[config.mk]
export PLATFORM = sky130hd
export DESIGN_NAME = ep_reply_ctrl
export DESIGN_NICKNAME = d
export VERILOG_FILES = /design/src/core/ep_reply_ctrl.v
export VERILOG_INCLUDE_DIRS = /design/src /design/src/core
export SDC_FILE = /design/constraint.sdc
export NUM_CORES = 1
export LEC_CHECK = 0
export BUFFER_PORTS_ARGS = -buffer_cell sky130_fd_sc_hd__buf_2
export CAP_MARGIN = 20
export CORE_MARGIN = 2
export CORE_UTILIZATION = 45
export CTS_CLUSTER_DIAMETER = 60
export DETAILED_ROUTE_END_ITERATION = 10
export HOLD_SLACK_MARGIN = 0.03
export PLACE_DENSITY = 0.86
export RECOVER_POWER = 25
export SYNTH_ARGS = -nofsm -noshare
export SYNTH_HDL_FRONTEND = slang
export SYNTH_SLANG_ARGS = --single-unit
export TNS_END_PERCENT = 1
[constraint.sdc]
create_clock -name clk_i -period 3 [get_ports clk_i]
set_input_delay 0.45 -clock clk_i [delete_from_list [all_inputs] [get_ports clk_i]]
set_output_delay 0.45 -clock clk_i [all_outputs]
set_load 0.05 [all_outputs]
[src/core/ep_reply_regs.vh]
// Register map and constants for the endpoint reply control block
// Notes on behaviour
// - Auto NAK sets hold-off after clean transaction
// - Short enable sends partial FIFO as short
// - Short enable clears after short IN completes
// - Short enable with empty FIFO sends zero-length
// - Short OUT packet sets hold-off when active
// - Short OUT auto NAK on by default
// - Auto NAK on completion wins over disable
// - Data toggle shown as read-only status
// - Toggle set forces one, clear wins
// - Hold-off forces NAK on every transaction unless halt forces STALL
// - Hold-off set deferred until clean transaction end, dropped if it ends in error
// - Halt forces STALL, above NAK
// - Halt set mid-transaction applies from next
// - Eleven-bit packet size limit decides short packets
// - Direction bit: one is IN, zero OUT
`ifndef EP_REPLY_REGS_VH
`define EP_REPLY_REGS_VH

// ****************************************
// Register byte addresses
// ****************************************
`define ADDR_CONTROL     12'h11C
`define ADDR_CONFIG      12'h11A
`define ADDR_SIZE_HI     12'h118
`define ADDR_SIZE_LO     12'h119

// ****************************************
// Control register fields
// ****************************************
`define CTL_AUTO_NAK     7
`define CTL_SHORT_EN     6
`define CTL_SOUT_DIS     5
`define CTL_TOGGLE       4
`define CTL_TOG_SET      3
`define CTL_TOG_CLR      2
`define CTL_HOLD         1
`define CTL_HALT         0

// ****************************************
// Config register fields
// ****************************************
`define CFG_DIR          7
`define CFG_INT_MODE     6
`define CFG_ISO          5
`define CFG_ID_HI        3
`define CFG_ID_LO        0

`define RESET_BYTE       8'h00

// ****************************************
// Reply codes
// ****************************************
`define REPLY_DATA       2'h0
`define REPLY_NAK        2'h1
`define REPLY_STALL      2'h2

`endif

[src/core/ep_reply_ctrl.v]
// Endpoint reply control with classic Wishbone register slave
`timescale 1ns/1ps
`include "ep_reply_regs.vh"

module ep_reply_ctrl #(
    parameter SIZE_W = 11
) (
    input  wire              clk_i,
    input  wire              rst_i,
    input  wire              wb_cyc_i,
    input  wire              wb_stb_i,
    input  wire              wb_we_i,
    input  wire [11:0]       wb_adr_i,
    input  wire [3:0]        wb_sel_i,
    input  wire [31:0]       wb_dat_i,
    output reg  [31:0]       wb_dat_o,
    output wire              wb_ack_o,
    input  wire              token_valid_i,
    input  wire [3:0]        token_ep_i,
    input  wire              token_in_i,
    input  wire [SIZE_W-1:0] fifo_count_i,
    input  wire              trans_done_i,
    input  wire              trans_error_i,
    input  wire [SIZE_W-1:0] trans_bytes_i,
    input  wire              data_toggled_i,
    output wire              token_match_o,
    output reg  [1:0]        reply_code_o,
    output reg  [SIZE_W-1:0] send_bytes_o,
    output reg               reply_valid_o,
    output wire              busy_o,
    output wire              data_toggle_o,
    output wire              iso_mode_o,
    output wire              int_mode_o
);

// ****************************************
// Register state
// ****************************************
reg              auto_nak_on_done_reg;
reg              short_packet_enable_reg;
reg              short_out_autonak_disable_reg;
reg              data_toggle_state_reg;
reg              hold_off_reply_reg;
reg              halt_reply_reg;
reg              hold_pending_reg;
reg              halt_active_reg;
reg              direction_select_reg;
reg              int_mode_reg;
reg              iso_reg;
reg  [3:0]       endpoint_identifier_reg;
reg  [SIZE_W-1:0] packet_size_limit_reg;
reg              busy_reg;
reg              ack_reg;
reg              short_sent_reg;

// ****************************************
// Wishbone decode
// ****************************************
wire        req      = wb_cyc_i & wb_stb_i & ~ack_reg;
// Write lands on the edge where the master sees ack high
wire        wr       = wb_cyc_i & wb_stb_i & wb_we_i & ack_reg;
wire [11:0] word_adr = {wb_adr_i[11:2], 2'b00};
wire [1:0]  lane     = wb_adr_i[1:0];
wire [7:0]  wbyte    = wb_dat_i[8*lane +: 8];
wire        lane_sel = wb_sel_i[lane];
wire        wr_ctl   = wr & lane_sel & (word_adr == `ADDR_CONTROL);
wire        wr_cfg   = wr & lane_sel & (wb_adr_i == `ADDR_CONFIG);
wire        wr_shi   = wr & lane_sel & (wb_adr_i == `ADDR_SIZE_HI);
wire        wr_slo   = wr & lane_sel & (wb_adr_i == `ADDR_SIZE_LO);

assign wb_ack_o = ack_reg;

// ****************************************
// Transaction tracking
// ****************************************
assign token_match_o = token_valid_i & (token_ep_i == endpoint_identifier_reg)
                     & (token_in_i == direction_select_reg);
wire   done_ok  = trans_done_i & ~trans_error_i & busy_reg;
wire   is_short = (trans_bytes_i < packet_size_limit_reg);
assign busy_o        = busy_reg;
assign data_toggle_o = data_toggle_state_reg;
assign iso_mode_o    = iso_reg;
assign int_mode_o    = int_mode_reg;

// Hold-off next value: deferred software set, automatic sets
reg hold_next;
always @* begin
    hold_next = hold_off_reply_reg;
    if (wr_ctl) begin
        if (!wbyte[`CTL_HOLD]) begin
            hold_next = 1'b0;
        end else if (!busy_reg) begin
            hold_next = 1'b1;
        end
    end
    if (done_ok) begin
        if (hold_pending_reg) begin
            hold_next = 1'b1;
        end
        if (auto_nak_on_done_reg) begin
            hold_next = 1'b1;
        end else if (!short_out_autonak_disable_reg && !direction_select_reg && is_short) begin
            hold_next = 1'b1;
        end
    end
end

always @(posedge clk_i) begin
    if (rst_i) begin
        auto_nak_on_done_reg          <= 1'b0;
        short_packet_enable_reg       <= 1'b0;
        short_out_autonak_disable_reg <= 1'b0;
        data_toggle_state_reg         <= 1'b0;
        hold_off_reply_reg            <= 1'b0;
        halt_reply_reg                <= 1'b0;
        hold_pending_reg              <= 1'b0;
        halt_active_reg               <= 1'b0;
        direction_select_reg          <= 1'b0;
        int_mode_reg                  <= 1'b0;
        iso_reg                       <= 1'b0;
        endpoint_identifier_reg       <= 4'h0;
        packet_size_limit_reg         <= {SIZE_W{1'b0}};
        busy_reg                      <= 1'b0;
        ack_reg                       <= 1'b0;
        short_sent_reg                <= 1'b0;
        reply_code_o                  <= `REPLY_DATA;
        send_bytes_o                  <= {SIZE_W{1'b0}};
        reply_valid_o                 <= 1'b0;
        wb_dat_o                      <= 32'h0000_0000;
    end else begin
        ack_reg       <= req;
        reply_valid_o <= 1'b0;
        hold_off_reply_reg <= hold_next;
        // Pending software set survives until the transaction ends
        if (wr_ctl && busy_reg) begin
            hold_pending_reg <= wbyte[`CTL_HOLD];
        end else if (done_ok || trans_done_i || !busy_reg) begin
            hold_pending_reg <= 1'b0;
        end
        if (wr_ctl) begin
            auto_nak_on_done_reg          <= wbyte[`CTL_AUTO_NAK];
            short_out_autonak_disable_reg <= wbyte[`CTL_SOUT_DIS];
            halt_reply_reg                <= wbyte[`CTL_HALT];
        end
        // Halt latched into the reply path only between transactions
        if (!busy_reg) begin
            halt_active_reg <= wr_ctl ? wbyte[`CTL_HALT] : halt_reply_reg;
        end
        // Short enable: software set wins over completion clear
        if (wr_ctl && wbyte[`CTL_SHORT_EN]) begin
            short_packet_enable_reg <= 1'b1;
        end else if (wr_ctl) begin
            short_packet_enable_reg <= 1'b0;
        end else if (done_ok && direction_select_reg && short_sent_reg) begin
            short_packet_enable_reg <= 1'b0;
        end
        // Toggle strobes: clear over set, then hardware toggles
        if (wr_ctl && wbyte[`CTL_TOG_CLR]) begin
            data_toggle_state_reg <= 1'b0;
        end else if (wr_ctl && wbyte[`CTL_TOG_SET]) begin
            data_toggle_state_reg <= 1'b1;
        end else if (data_toggled_i) begin
            data_toggle_state_reg <= ~data_toggle_state_reg;
        end
        if (wr_cfg) begin
            direction_select_reg    <= wbyte[`CFG_DIR];
            int_mode_reg            <= wbyte[`CFG_INT_MODE];
            iso_reg                 <= wbyte[`CFG_ISO];
            endpoint_identifier_reg <= wbyte[`CFG_ID_HI:`CFG_ID_LO];
        end
        if (wr_shi) begin
            packet_size_limit_reg[SIZE_W-1:8] <= wbyte[SIZE_W-9:0];
        end
        if (wr_slo) begin
            packet_size_limit_reg[7:0] <= wbyte;
        end
        // Reply decision on a matching token
        if (token_match_o && !busy_reg) begin
            busy_reg      <= 1'b1;
            reply_valid_o <= 1'b1;
            short_sent_reg <= 1'b0;
            send_bytes_o  <= {SIZE_W{1'b0}};
            if (halt_active_reg) begin
                reply_code_o <= `REPLY_STALL;
            end else if (hold_off_reply_reg) begin
                reply_code_o <= `REPLY_NAK;
            end else if (!direction_select_reg) begin
                reply_code_o <= `REPLY_DATA;
            end else if (fifo_count_i >= packet_size_limit_reg) begin
                reply_code_o <= `REPLY_DATA;
                send_bytes_o <= packet_size_limit_reg;
            end else if (short_packet_enable_reg) begin
                reply_code_o   <= `REPLY_DATA;
                send_bytes_o   <= fifo_count_i;
                short_sent_reg <= 1'b1;
            end else begin
                reply_code_o <= `REPLY_NAK;
            end
        end else if (trans_done_i) begin
            busy_reg <= 1'b0;
        end
        // Register read data
        wb_dat_o <= 32'h0000_0000;
        if (req && !wb_we_i) begin
            case (wb_adr_i)
                `ADDR_CONTROL: begin
                    wb_dat_o[7:0] <= {auto_nak_on_done_reg, short_packet_enable_reg,
                                      short_out_autonak_disable_reg,
                                      data_toggle_state_reg, 2'b00,
                                      hold_off_reply_reg, halt_reply_reg};
                end
                `ADDR_CONFIG: begin
                    wb_dat_o[23:16] <= {direction_select_reg, int_mode_reg, iso_reg,
                                        1'b0, endpoint_identifier_reg};
                end
                `ADDR_SIZE_HI: begin
                    wb_dat_o[7:0] <= {{(16-SIZE_W){1'b0}}, packet_size_limit_reg[SIZE_W-1:8]};
                end
                `ADDR_SIZE_LO: begin
                    wb_dat_o[15:8] <= packet_size_limit_reg[7:0];
                end
                default: begin
                    wb_dat_o <= 32'h0000_0000;
                end
            endcase
        end
    end
end

endmodule

# [After elaboration in Yosys (flattened, before gate mapping)]
# Cells that the tools add are included.
[totals] ff_bits=75 in_bits=84 output_inout_bits=52 word_cells=115
[op_classes] order_cmp=3 eq_ne=7 n_shift=1 muxes=37 bitwise=19 reduce_logical=24
[ops] cell="two-way mux 11 bit" n=5
[ops] cell="equality test 12 x 9 -> 1 bit, second input constant" n=4
[ops] cell="variable part select 32 x 6 -> 8 bit" n=1
[ops] cell="two-way mux 1 bit" n=28
[ops] cell="one-hot mux 8 bit (2 select lines)" n=1
[ops] cell="bitwise AND 1 bit" n=13
[ops] cell="greater-or-equal comparator 11 bit" n=1
[ops] cell="less-than comparator 11 bit" n=1
[ops] cell="equality test 10 x 7 -> 1 bit, second input constant" n=1
[ops] cell="logical AND 1 bit" n=10
[ops] cell="two-way mux 8 bit" n=1
[ops] cell="inverter 1 bit" n=6
[ops] cell="nonzero test 2 bit" n=3
[ops] cell="OR reduction 3 bit" n=2
[ops] cell="equality test 4 bit" n=1
[ops] cell="logical NOT 1 bit" n=4
[ops] cell="OR reduction 2 bit" n=2
[ops] cell="less-than comparator 2 x 3 -> 1 bit, second input constant" n=1
[ops] cell="nonzero test 3 bit" n=1
[ops] cell="binary-select mux 1 bit (select 2 bit)" n=1
[ops] cell="logical OR 1 bit" n=2
[ops] cell="two-way mux 2 bit" n=1
[ops] cell="equality test 1 bit" n=1

# [Depth between registers and ports, before layout]
# Gate-level depths: netlist of run 1.
[depth] ltp_word=10 ltp_mapped=9 depth_no_buf=8

# [Least setup slack after synthesis of run 1]
# No wires, ideal clock.
[synth_path] kind="in2reg" from="input token_ep_i[3]" to="register send_bytes_o[0]" setup_ns=0.114 t_arrival_ns=2.173 required_time_ns=2.886 setup_slack_ns=0.713 stages=7 path_buffers=1 path_cell_list="xnor2_1 nand4_1 nor2_1 a21oi_1 clkbuf_1 a22o_1 a21o_1"
[synth_between] elab_chain_len=4
[synth_lines] element="start: declaration" line="ep_reply_ctrl.v:19" rtl="input wire [3:0] token_ep_i,"
[synth_lines] element="equality test 4 bit" line="ep_reply_ctrl.v:76" rtl="assign token_match_o = token_valid_i & (token_ep_i == endpoint_identifier_reg)"
[synth_lines] element="bitwise AND 1 bit" line="ep_reply_ctrl.v:76"
[synth_lines] element="bitwise AND 1 bit" line="ep_reply_ctrl.v:77" rtl="& (token_in_i == direction_select_reg);"
[synth_lines] element="via token_match_o" line="ep_reply_ctrl.v:26" rtl="output wire token_match_o,"
[synth_lines] element="logical AND 1 bit" line="ep_reply_ctrl.v:178" rtl="if (token_match_o && !busy_reg) begin"
[synth_lines] element="end signal: assignment" line="ep_reply_ctrl.v:182" rtl="send_bytes_o <= {SIZE_W{1'b0}};"
[synth_lines] element="end signal: assignment" line="ep_reply_ctrl.v:191" rtl="send_bytes_o <= packet_size_limit_reg;"
[synth_lines] element="end signal: assignment" line="ep_reply_ctrl.v:194" rtl="send_bytes_o <= fifo_count_i;"
[synth_lines] element="end: declaration" line="ep_reply_ctrl.v:28" rtl="output reg [SIZE_W-1:0] send_bytes_o,"
# The timed path passes the listed nets, and every way through them passes these cells.
# A chain may end at the register's enable or synchronous reset.

# [Worst setup path in the final report of run 1]
[layout_path] from="register packet_size_limit_reg[4]" to="register send_bytes_o[3]"
[layout_between] elab_chain_len=5
[layout_lines] element="start: declaration" line="ep_reply_ctrl.v:51" rtl="reg [SIZE_W-1:0] packet_size_limit_reg;"
[layout_lines] element="start signal: assignment" line="ep_reply_ctrl.v:122" rtl="packet_size_limit_reg <= {SIZE_W{1'b0}};"
[layout_lines] element="start signal: indexed assignment" line="ep_reply_ctrl.v:172" rtl="packet_size_limit_reg[SIZE_W-1:8] <= wbyte[SIZE_W-9:0];"
[layout_lines] element="start signal: assignment" line="ep_reply_ctrl.v:175" rtl="packet_size_limit_reg[7:0] <= wbyte;"
[layout_lines] element="greater-or-equal comparator 11 bit" line="ep_reply_ctrl.v:189" rtl="end else if (fifo_count_i >= packet_size_limit_reg) begin"
[layout_lines] element="two-way mux 11 bit" line="ep_reply_ctrl.v:189"
[layout_lines] element="two-way mux 11 bit" line="ep_reply_ctrl.v:187" rtl="end else if (!direction_select_reg) begin"
[layout_lines] element="two-way mux 11 bit" line="ep_reply_ctrl.v:185" rtl="end else if (hold_off_reply_reg) begin"
[layout_lines] element="two-way mux 11 bit" line="ep_reply_ctrl.v:183" rtl="if (halt_active_reg) begin"
# Every way passes these cells.

==> results of run 1 <==
==> layer usage <==
metal  global-route usage, %  up-vias  part of all wire, %
met2                    35.8      112                   50
met3                    4.01       20                  5.4
met1                    26.0     1315                   42
met5                       0        -                    0
li1                        -     1370                    -
met4                    10.9        0                  2.4
==> logic make-up after synthesis <==
family | after synthesis | synth area share [%]
buffers and inverters | 43 | 6.82
AOI/OAI and AO/OA | 54 | 12.7
muxes | 31 | 12.9
and+or+nand+nor | 96 | 17.1
other | 1 | 0.117
DFF | 65 | 40.5
adders and majority gates | 21 | 8.18
xor gates and xnor gates | 6 | 1.64
==> worst paths after layout <==
path | endpoint | cells past startpoint
setup / recovery | send_bytes_o[3] | 9
hold / removal | send_bytes_o[5] | 2
setup reg to reg | send_bytes_o[3] | 9
hold reg to reg | wb_ack_o | 1
==> where the power goes <==
| part | internal [W] | switching, W | total, W |
|---|---|---|---|
| logic | 0.0000873 | 0.000123 | 0.000211 |
| clock network | 0.000297 | 0.000331 | 0.000628 |
| registers | 0.000865 | 0.00000210 | 0.000867 |
==> through the flow <==
step	hold WS [ns]	setup slack (ns)	area, sq um
2_1_floorplan	0.454	0.713	3240
3_3_place_gp	0.443	0.624	3880
3_5_place_dp	0.458	0.577	3880
4_1_cts	0.323	0.683	4050
5_1_grt	0.329	0.432	4010
6_report	0.333	0.617	4010
==> cell usage in the layout (no fill, tap or decap), types with 2 or more instances in the layout <==
master / n
clkbuf_8: 9
nor2_8: 2
and2_1: 8
nor2_1: 34
a211oi_1: 5
mux4_2: 7
buf_2: 98
nor3b_1: 2
a21oi_1: 10
nand2_1: 8
xnor2_1: 5
nand2b_1: 2
a21o_1: 16
nand4_1: 7
a221oi_1: 2
ha_1: 21
inv_1: 20
dfxtp_1: 65
clkbuf_1: 27
clkinvlp_4: 3
mux2i_1: 23
nor3_1: 13
or3_1: 3
a22o_1: 12
buf_4: 6
nand3b_1: 2
or3b_1: 2
clkinv_2: 2
and3_1: 5
conb_1: 10
==> final cells by class <==
class                      instances  share of cell area (%)
sequential                        65                    32.4
clock inverter                     5                   0.810
inverter                          20                    1.87
timing repair buffer             129                    15.7
clock buffer                      11                    3.27
tap                               96                    2.99
multi-input combinational        218                    43.0
==> metrics.md, run 1 <==
| Metric | Value |
|---|---|
| Status | finished, final reports clean |
| Hpwl dp | 6.58 mm |
| Post-Route WL | 8.37 mm |
| FILL cells | 631 |
| Critical-path top delay cell | o311ai_1 |
| Worst Path Buf+Inv | 2 |
| Global placer's final weighted congestion | 0.876 |
| Post-route clock period utilization | 79.4% |
| Number of CTS-inserted buffers | 9 |
| # resized after CTS | 0 |
| Detailed Route Iter0 Violations | 149 |
| Power Total | 0.00171 W |
| H-Tree Depth | 3 |
| CTS tree | built |
| Number of cells after detailed placement | 528 |
| Clk_skew | 0.0108 ns |
| Crit path max fanout | 11 |
| First-pass GRT wire length | 12.6 mm |
| Worst-path cell chain | inv_1 -> ha_1 -> a211oi_1 -> nor2_1 -> o311ai_1 -> a211oi_1 -> buf_4 -> a22o_1 -> a21o_1 |
| Core area | 6830 sq um |
| MaxCap Viol Count | 0 |
| Synth Cell Area | 3210 sq um |
| Synth area leaders | dfxtp_1 (41%), ha_1 (8.2%), mux2i_1 (7.2%) |
| Final core occ | 58.8% |
| Multi-input gate area | 1720 sq um |
| Synth cell count leaders | dfxtp_1 (65), nor2_1 (34), mux2i_1 (23), ha_1 (21), inv_1 (20) |
| Hold path start | fifo_count_i[5] |
| DIE HEIGHT | 88.5 um |
| Element type at the critical path start | flip-flop |
| Final ANT Viol Nets | 0 |
| Worst stage delay on the critical path | 0.44 ns |
| Number of antenna violations at the first check in global routing | 0 |
| Min Tclk post-route | 2.38 ns |
| Die area | 7830 sq um |
| Starting Density | 47.0% |
| Post-CTS Hold Buffers | 0 |
| Total gr overflow | 0 |
| Hold crit path type | input pin to flip-flop |
| Row Count | 30 |
| Top_reg_cell synth | dfxtp_1 |
| Crit path required time | 3.23 ns |
| Max reg flops | 22 |
| Yosys cell types | 48 |
| TNS Setup | 0 ns |
| Critical Path Sink Type | flip-flop |
| Clock-pin slew on the worst setup and hold paths | 0.07 ns |
| Horiz. Die Dim | 88.5 um |
| Clock Sinks | 65 |
| Async set-reset flop share out of synthesis | 0% |
| Max frequency | 420 MHz |
| Vias in the first global route | 2756 |
| Synth Warn # | 0 |
| Most used cell, CP | a211oi_1 |
| Number of flops mapped to enable cells by yosys | 0 |
| TritonRoute pass-1 iters | 4 |
| Most numerous cell in the Yosys netlist | dfxtp_1 |
| RSZ-0062 raised after global routing | false |
| Residual DRC | 0 |
| Clock root buffer | clkbuf_8 |
| Crit path arrival time | 2.61 ns |
| GR Util All Layers | 21.3% |
| Final hold vios | 0 |
| Post-synthesis instance total | 317 |
| Power per Cell Area | 425 nW/um^2 |
| Register area | 1300 sq um |
| DR vias/cell | 5.18 |
| Nets@finish | 548 |
| DR vias | 2817 |
| Pins Over Slew Limit | 0 |
| Bufs on Longest Clock Path | 2 |
| Seq cells post-synth | 65 |
| Setup crit start | packet_size_limit_reg[4] |
| # setup viols final | 0 |
| Crit path kind | flip-flop to flip-flop |
| Pleak | 1.81 nW |
| Top-area cell type share of the netlist area | 40.5% |
| Register area share after synthesis | 40.5% |
| R2r setup slk | 0.62 ns |
| Buffers on Ports | 123 |
| Post-CTS setup buffers | 0 |
| Crit path max-delay family | compound AO/OA/AOI/OAI gates |
| Wire per inst | 15.4 um |
| Worst IR Drop VDD | 0.201 mV |
| Layout cells sized above 1 | 29.5% |
| ANT cells | 0 |
| Largest net degree at the start of global routing | 21 |
| Clk_lat worst skew | 0.34 ns |
| Pin slew with the least headroom to its limit | 0.646 ns |
| Mapped Avg Cell Area | 10.1 sq um |
| Yosys top cell by area | dfxtp_1 |
| Final Non-Filler Cells | 544 |
| Worst R2R Start | packet_size_limit_reg[4] |
| Area Overhead vs Synth | 25.0% |
| Worst rel slew slack | 57.1% |
| I/O Pins | 136 |
Note: power is estimated with default switching activity, not from simulation.
==> run 2: changes to the inputs <==
clock period = 2.2 ns   (was 3 ns; I/O delays follow)
==> run 2 against run 1 <==
Fmax is 9.9% higher. Via count increased by 6.1%. Largest cell class unchanged. Non-clock buffer count grew 16. Sequential power rose by 36%. First-iteration DRC count grew 26%. Total power rose by 56%. Core utilization rose by 4.2 points. Register-to-register slack got worse by 0.59 ns. Design area rose by 7.2%. Clock skew down 0.0063 ns. Die area did not move.
==> metrics.md, run 2 (synthesized netlist as in run 1, its figures left out) <==
| Metric | Value |
|---|---|
| Pins Over Slew Limit | 0 (unchanged) |
| Bufs on Longest Clock Path | 2 (unchanged) |
| Horiz. Die Dim | 88.5 um (unchanged) |
| Pin slew with the least headroom to its limit | 0.621 ns (-0.0251 ns) |
| Crit path required time | 2.45 ns (-0.78 ns) |
| Nets@finish | 564 (+2.9%) |
| I/O Pins | 136 (unchanged) |
| RR Endpoint | send_bytes_o[7] |
| Final hold slack | 0.206 ns (-0.128 ns) |
| Number of CTS-inserted buffers | 9 (unchanged) |
| Number of cells after detailed placement | 541 (+2.5%) |
| Power per Cell Area | 620 nW/um^2 (+46%) |
| GR Util All Layers | 22.4% (+1.1 points) |
| FILL cells | 566 (-10%) |
| Clk_lat worst skew | 0.35 ns (about the same) |
| H-Tree Depth | 3 (unchanged) |
| Critical Path Sink Type | flip-flop |
| Comb power frac | 11.7% (-0.6 points) |
| DR vias/cell | 5.35 (+3.3%) |
| Final Non-Filler Cells | 559 (+2.8%) |
| Status | finished, final reports clean |
| Min Tclk post-route | 2.17 ns (-0.214 ns) |
| Residual DRC | 0 (unchanged) |
| CTS tree | built |
| Clk_skew | 0.00452 ns (-0.00632 ns) |
| Worst rel slew slack | 58.8% (+1.7 points) |
| Clock power share | 44.1% (+7.3 points) |
| First-pass GRT wire length | 13.3 mm (+5.6%) |
| WHS Endpoint | send_bytes_o[0] |
| Worst Hold Path Cells | 2 (unchanged) |
| Post-route cell area | 4300 sq um (+7.2%) |
| Max reg flops | 22 (unchanged) |
| Detailed Route Iter0 Violations | 188 (+26%) |
| Sw Share | 23.7% (-3.0 points) |
| ANT cells | 0 (unchanged) |
| Final hold vios | 0 (unchanged) |
| Pleak | 1.96 nW (+8.5%) |
| Layout cells sized above 1 | 35.9% (+6.4 points) |
| Post-Route WL | 9.14 mm (+9.2%) |
| Worst R2R Start | packet_size_limit_reg[4] |
| Power Internal | 0.00203 W (+63%) |
| MaxCap Viol Count | 0 (unchanged) |
| TNS Setup | 0 ns (unchanged) |
| Buffers on Ports | 123 (unchanged) |
| Post-route clock period utilization | 98.6% (+19 points) |
| Post-CTS Hold Buffers | 0 (unchanged) |
| Hpwl dp | 6.89 mm (+4.7%) |
| Row Count | 30 (unchanged) |
| Core area | 6830 sq um (unchanged) |
| Global placer's final weighted congestion | 0.858 (-2.0%) |
| TritonRoute pass-1 iters | 5 (+1) |
| Crit path max fanout | 6 (-5) |
| Crit path kind | flip-flop to flip-flop |
| Clock Sinks | 65 (unchanged) |
| Area of placed instances | 3980 sq um (+2.6%) |
| Wire per inst | 16.3 um (+6.2%) |
| Max frequency | 461 MHz (+9.9%) |
| Vias in the first global route | 2841 (+3.1%) |
| Element type at the critical path start | flip-flop |
| Clock root buffer | clkbuf_8 |
| Final ANT Viol Nets | 0 (unchanged) |
| Die area | 7830 sq um (unchanged) |
| Hold path start | fifo_count_i[0] |
| Reg2reg path depth | 9 (unchanged) |
| DIE HEIGHT | 88.5 um (unchanged) |
| Clock-pin slew on the worst setup and hold paths | 0.07 ns (about the same) |
| DR vias | 2989 (+6.1%) |
| Net switching power | 0.000634 W (+39%) |
| Sequential Power Share | 44.3% (-6.5 points) |
| Starting Density | 47.0% (unchanged) |
| R2r setup slk | 0.03 ns (-0.59 ns) |
| Worst IR Drop VDD | 0.315 mV (+57%) |
| Crit path arrival time | 2.41 ns (-0.20 ns) |
| Final core occ | 63.0% (+4.2 points) |
| Hold crit path type | input pin to flip-flop |
| Area Overhead vs Synth | 34.0% |
| Most frequent cells in the layout | buf_2 (101), dfxtp_1 (60), nor2_1 (33) |
| Commonest non-fill, non-tap cell in the layout | buf_2 |
| Number of antenna violations at the first check in global routing | 0 (unchanged) |
| Largest net degree at the start of global routing | 24 (+14%) |
| Post-CTS setup buffers | 0 (unchanged) |
| Total gr overflow | 0 (unchanged) |
| # setup viols final | 0 (unchanged) |
run 2: layer usage:
| metal | part of all wire [%] | GRT usage (%) | vias to the layer above | wire (um) |
|---|---|---|---|---|
| met5 | 0 | 0 | - | 0 |
| met4 | 2.2 | 10.1 | 0 | 200 |
| met3 | 7.5 | 5.41 | 24 | 689 |
| met2 | 51 | 38.9 | 153 | 4670 |
| met1 | 39 | 26.3 | 1410 | 3580 |
| li1 | - | - | 1402 | - |
run 2: layout make-up:
type / count / area, sq um / share of cell area, %
multi-input combinational: 218 / 1820 / 42.2
tap: 96 / 120 / 2.79
inverter: 20 / 75.1 / 1.75
clock buffer: 13 / 169 / 3.93
timing repair buffer: 145 / 753 / 17.5
sequential: 65 / 1310 / 30.4
clock inverter: 2 / 60.1 / 1.40
run 2: stage by stage:
stage          power (W)  worst slack (ns)
2_1_floorplan    0.00139            0.0877
3_3_place_gp     0.00149           -0.0113
6_report         0.00267            0.0314
3_5_place_dp     0.00150           -0.0591
4_1_cts          0.00265            0.0613
5_1_grt          0.00275           -0.0203
run 2: worst max path at each step:
| stage | startpoint | endpoint | slack [ns] |
|---|---|---|---|
| floorplan | wb_adr_i[0] | halt_active_reg | 0.09 |
| global placement | fifo_count_i[2] | send_bytes_o[2] | -0.01 |
| detailed placement | fifo_count_i[2] | send_bytes_o[7] | -0.06 |
| CTS | packet_size_limit_reg[5] | reply_code_o[0] | 0.06 |
| global route | packet_size_limit_reg[3] | send_bytes_o[2] | -0.02 |
| finish | packet_size_limit_reg[4] | send_bytes_o[7] | 0.03 |
run 2: critical path, cell delays in order, from the launching register on:
cell and delay (ns):
dfxtp_2 0.33, inv_1 0.08, ha_1 0.32, nand4_1 0.19, o21bai_2 0.12, a221oi_4 0.32
a211oi_2 0.13, buf_4 0.18, a22o_1 0.24, a21o_1 0.15
run 2: what timing repair did:
action                                  4_1_cts  5_1_grt
resized for setup                             2       20
gates cloned                                  0        2
pin swaps                                     0        6
hold endpoints to repair                      0        0
endpoints found under the setup margin       11       12
run 2: power by group through the flow:
stage,logic [W],clock network (W),registers [W]
floorplan,0.000169,0,0.00122
global placement,0.000277,0,0.00121
detailed placement,0.000288,0,0.00121
CTS,0.000292,0.00118,0.00118
global route,0.000331,0.00124,0.00118
finish,0.000311,0.00118,0.00118
==> run 3: changes to the inputs <==
CORE_UTILIZATION = 49   (was 45)
CTS_BUF_LIST = sky130_fd_sc_hd__clkbuf_8   (was unset)
PLACE_DENSITY = 0.92   (was 0.86)
==> run 3 against run 2 <==
Clock skew increased by 0.0064 ns. Non-clock buffer count increased by 2. Largest power group unchanged. Sequential power about the same. Count of clock-buffer cells in the layout decreased by 3.
==> metrics.md, run 3 (synthesized netlist as in run 1, its figures left out) <==
| Metric | Value |
|---|---|
| Post-CTS Hold Buffers | 0 (unchanged) |
| Register area | 1300 sq um (-0.38%) |
| Max reg flops | 22 (unchanged) |
| Core area | 6350 sq um (-7.1%) |
| Total gr overflow | 0 (unchanged) |
| Element type at the critical path start | flip-flop |
| # setup viols final | 0 (unchanged) |
| Final hold vios | 0 (unchanged) |
| H-Tree Depth | 3 (unchanged) |
| Crit path arrival time | 2.45 ns (+0.04 ns) |
| Layout cells sized above 1 | 35.8% (about the same) |
| Horiz. Die Dim | 84.9 um (-4.0%) |
| Hold crit path type | input pin to flip-flop |
| Clock-pin slew on the worst setup and hold paths | 0.08 ns (about the same) |
| Die area | 7220 sq um (-7.8%) |
| Critical Path Sink Type | flip-flop |
| Clock Sinks | 65 (unchanged) |
| TritonRoute pass-1 iters | 5 (unchanged) |
| Clock power share | 40.6% (-3.5 points) |
| Global placer's final weighted congestion | 0.842 (-1.9%) |
| Vias in the first global route | 3037 (+6.9%) |
| Area Overhead vs Synth | 33.6% |
| Crit path max fanout | 6 (unchanged) |
| First-pass GRT wire length | 13.9 mm (+4.4%) |
| Post-route clock period utilization | 99.7% (+1.2 points) |
| Status | finished, final reports clean |
| TNS Setup | 0 ns (unchanged) |
| Wire per inst | 18.0 um (+9.8%) |
| DR vias | 3079 (+3.0%) |
| Pin slew with the least headroom to its limit | 0.604 ns (-0.0168 ns) |
| Pins Over Slew Limit | 0 (unchanged) |
| ANT cells | 0 (unchanged) |
| Starting Density | 50.6% (+3.6 points) |
| Largest net degree at the start of global routing | 27 (+13%) |
| Detailed Route Iter0 Violations | 329 (+75%) |
| Clock root buffer | clkbuf_8 |
| Power Internal | 0.00186 W (-8.7%) |
| Clk_skew | 0.0110 ns (+0.00644 ns) |
| Final ANT Viol Nets | 0 (unchanged) |
| Most frequent cells in the layout | buf_2 (98), dfxtp_1 (64), nor2_1 (33) |
| Bufs on Longest Clock Path | 2 (unchanged) |
| CTS tree | built |
| Sequential Power Share | 46.7% (+2.4 points) |
| MaxCap Viol Count | 0 (unchanged) |
| Post-Route WL | 9.75 mm (+6.7%) |
| Pleak | 1.94 nW (-1.1%) |
| Crit path required time | 2.46 ns (about the same) |
| Net switching power | 0.000675 W (+6.5%) |
| GR Util All Layers | 24.9% (+2.5 points) |
| Min Tclk post-route | 2.19 ns (+0.0257 ns) |
| DR vias/cell | 5.67 (+6.0%) |
| Nets@finish | 566 (+0.35%) |
| Buffers on Ports | 123 (unchanged) |
| Number of CTS-inserted buffers | 9 (unchanged) |
| Max frequency | 456 MHz (-1.2%) |
| Crit path kind | flip-flop to flip-flop |
| Clk_lat worst skew | 0.36 ns (about the same) |
| Multi-input gate area | 1850 sq um (+1.7%) |
| Number of antenna violations at the first check in global routing | 0 (unchanged) |
| Row Count | 29 (-3.3%) |
| DIE HEIGHT | 84.9 um (-4.0%) |
| Power Total | 0.00253 W (-5.1%) |
| Worst IR Drop VDD | 0.582 mV (+85%) |
| Commonest non-fill, non-tap cell in the layout | buf_2 |
| Worst rel slew slack | 59.9% (+1.1 points) |
| Residual DRC | 0 (unchanged) |
| Comb power frac | 12.7% (+1.0 points) |
| Number of cells after detailed placement | 524 (-3.1%) |
| Power per Cell Area | 590 nW/um^2 (-4.9%) |
| FILL cells | 462 (-18%) |
| I/O Pins | 136 (unchanged) |
| Hpwl dp | 6.74 mm (-2.3%) |
| Final Non-Filler Cells | 543 (-2.9%) |
| Sw Share | 26.6% (+2.9 points) |
## run 3: through the flow
stage | worst slack [ns] | hold WS, ns | utilization [%] | instance area [sq um]
floorplan | 0.0877 | 0.414 | - | 3250
global placement | -0.0502 | 0.439 | 62.6 | 3970
detailed placement | -0.0721 | 0.460 | 62.6 | 3970
CTS | 0.0264 | 0.185 | 65.8 | 4180
global route | -0.0196 | 0.189 | 67.6 | 4290
finish | 0.00574 | 0.190 | 67.6 | 4290
## run 3: repair_timing
| action | CTS | global route |
|---|---|---|
| cloned | 0 | 1 |
| resized for setup | 2 | 20 |
| setup endpoints to repair | 6 | 11 |
| buffers inserted | 0 | 1 |
| pin swaps | 0 | 4 |
## run 3: worst max-delay path: stages, from the launching register on
cell and delay [ns]:
dfxtp_1 0.39, inv_1 0.09, ha_1 0.33, nand4_1 0.13, o21bai_2 0.12, a221oi_4 0.36, a211oi_4 0.13, buf_6 0.16
a22o_1 0.25, a21o_1 0.15
## run 3: final timing paths
kind | start | end | slack [ns] | cells after the start
setup / recovery | packet_size_limit_reg[7] | send_bytes_o[4] | 0.006 | 9
hold / removal | fifo_count_i[0] | send_bytes_o[0] | 0.19 | 2
setup reg to reg | packet_size_limit_reg[7] | send_bytes_o[4] | 0.006 | 9
hold reg to reg | wb_ack_o | wb_ack_o | 0.47 | 1
## run 3: cell type report
cell class / count / share of cell area (%)
sequential: 65 / 30.4
inverter: 20 / 1.75
tap: 77 / 2.25
clock inverter: 6 / 1.37
clock buffer: 10 / 3.21
timing repair buffer: 147 / 18.0
multi-input combinational: 218 / 43.1
## run 3: routing by layer
metal	wire length (um)	global-route usage (%)	part of all wire [%]
met5	0	0	0
met4	376	11.0	3.9
met2	4870	43.0	50
met3	801	6.91	8.2
met1	3690	28.9	38
## run 3: power by group through the flow
| stage | Clock [W] | Combinational, W | Sequential, W |
|---|---|---|---|
| 6_report | 0.00103 | 0.000322 | 0.00118 |
| 5_1_grt | 0.00108 | 0.000342 | 0.00118 |
| 4_1_cts | 0.00102 | 0.000293 | 0.00118 |
| 3_5_place_dp | 0 | 0.000289 | 0.00121 |
| 3_3_place_gp | 0 | 0.000278 | 0.00121 |
| 2_1_floorplan | 0 | 0.000169 | 0.00122 |
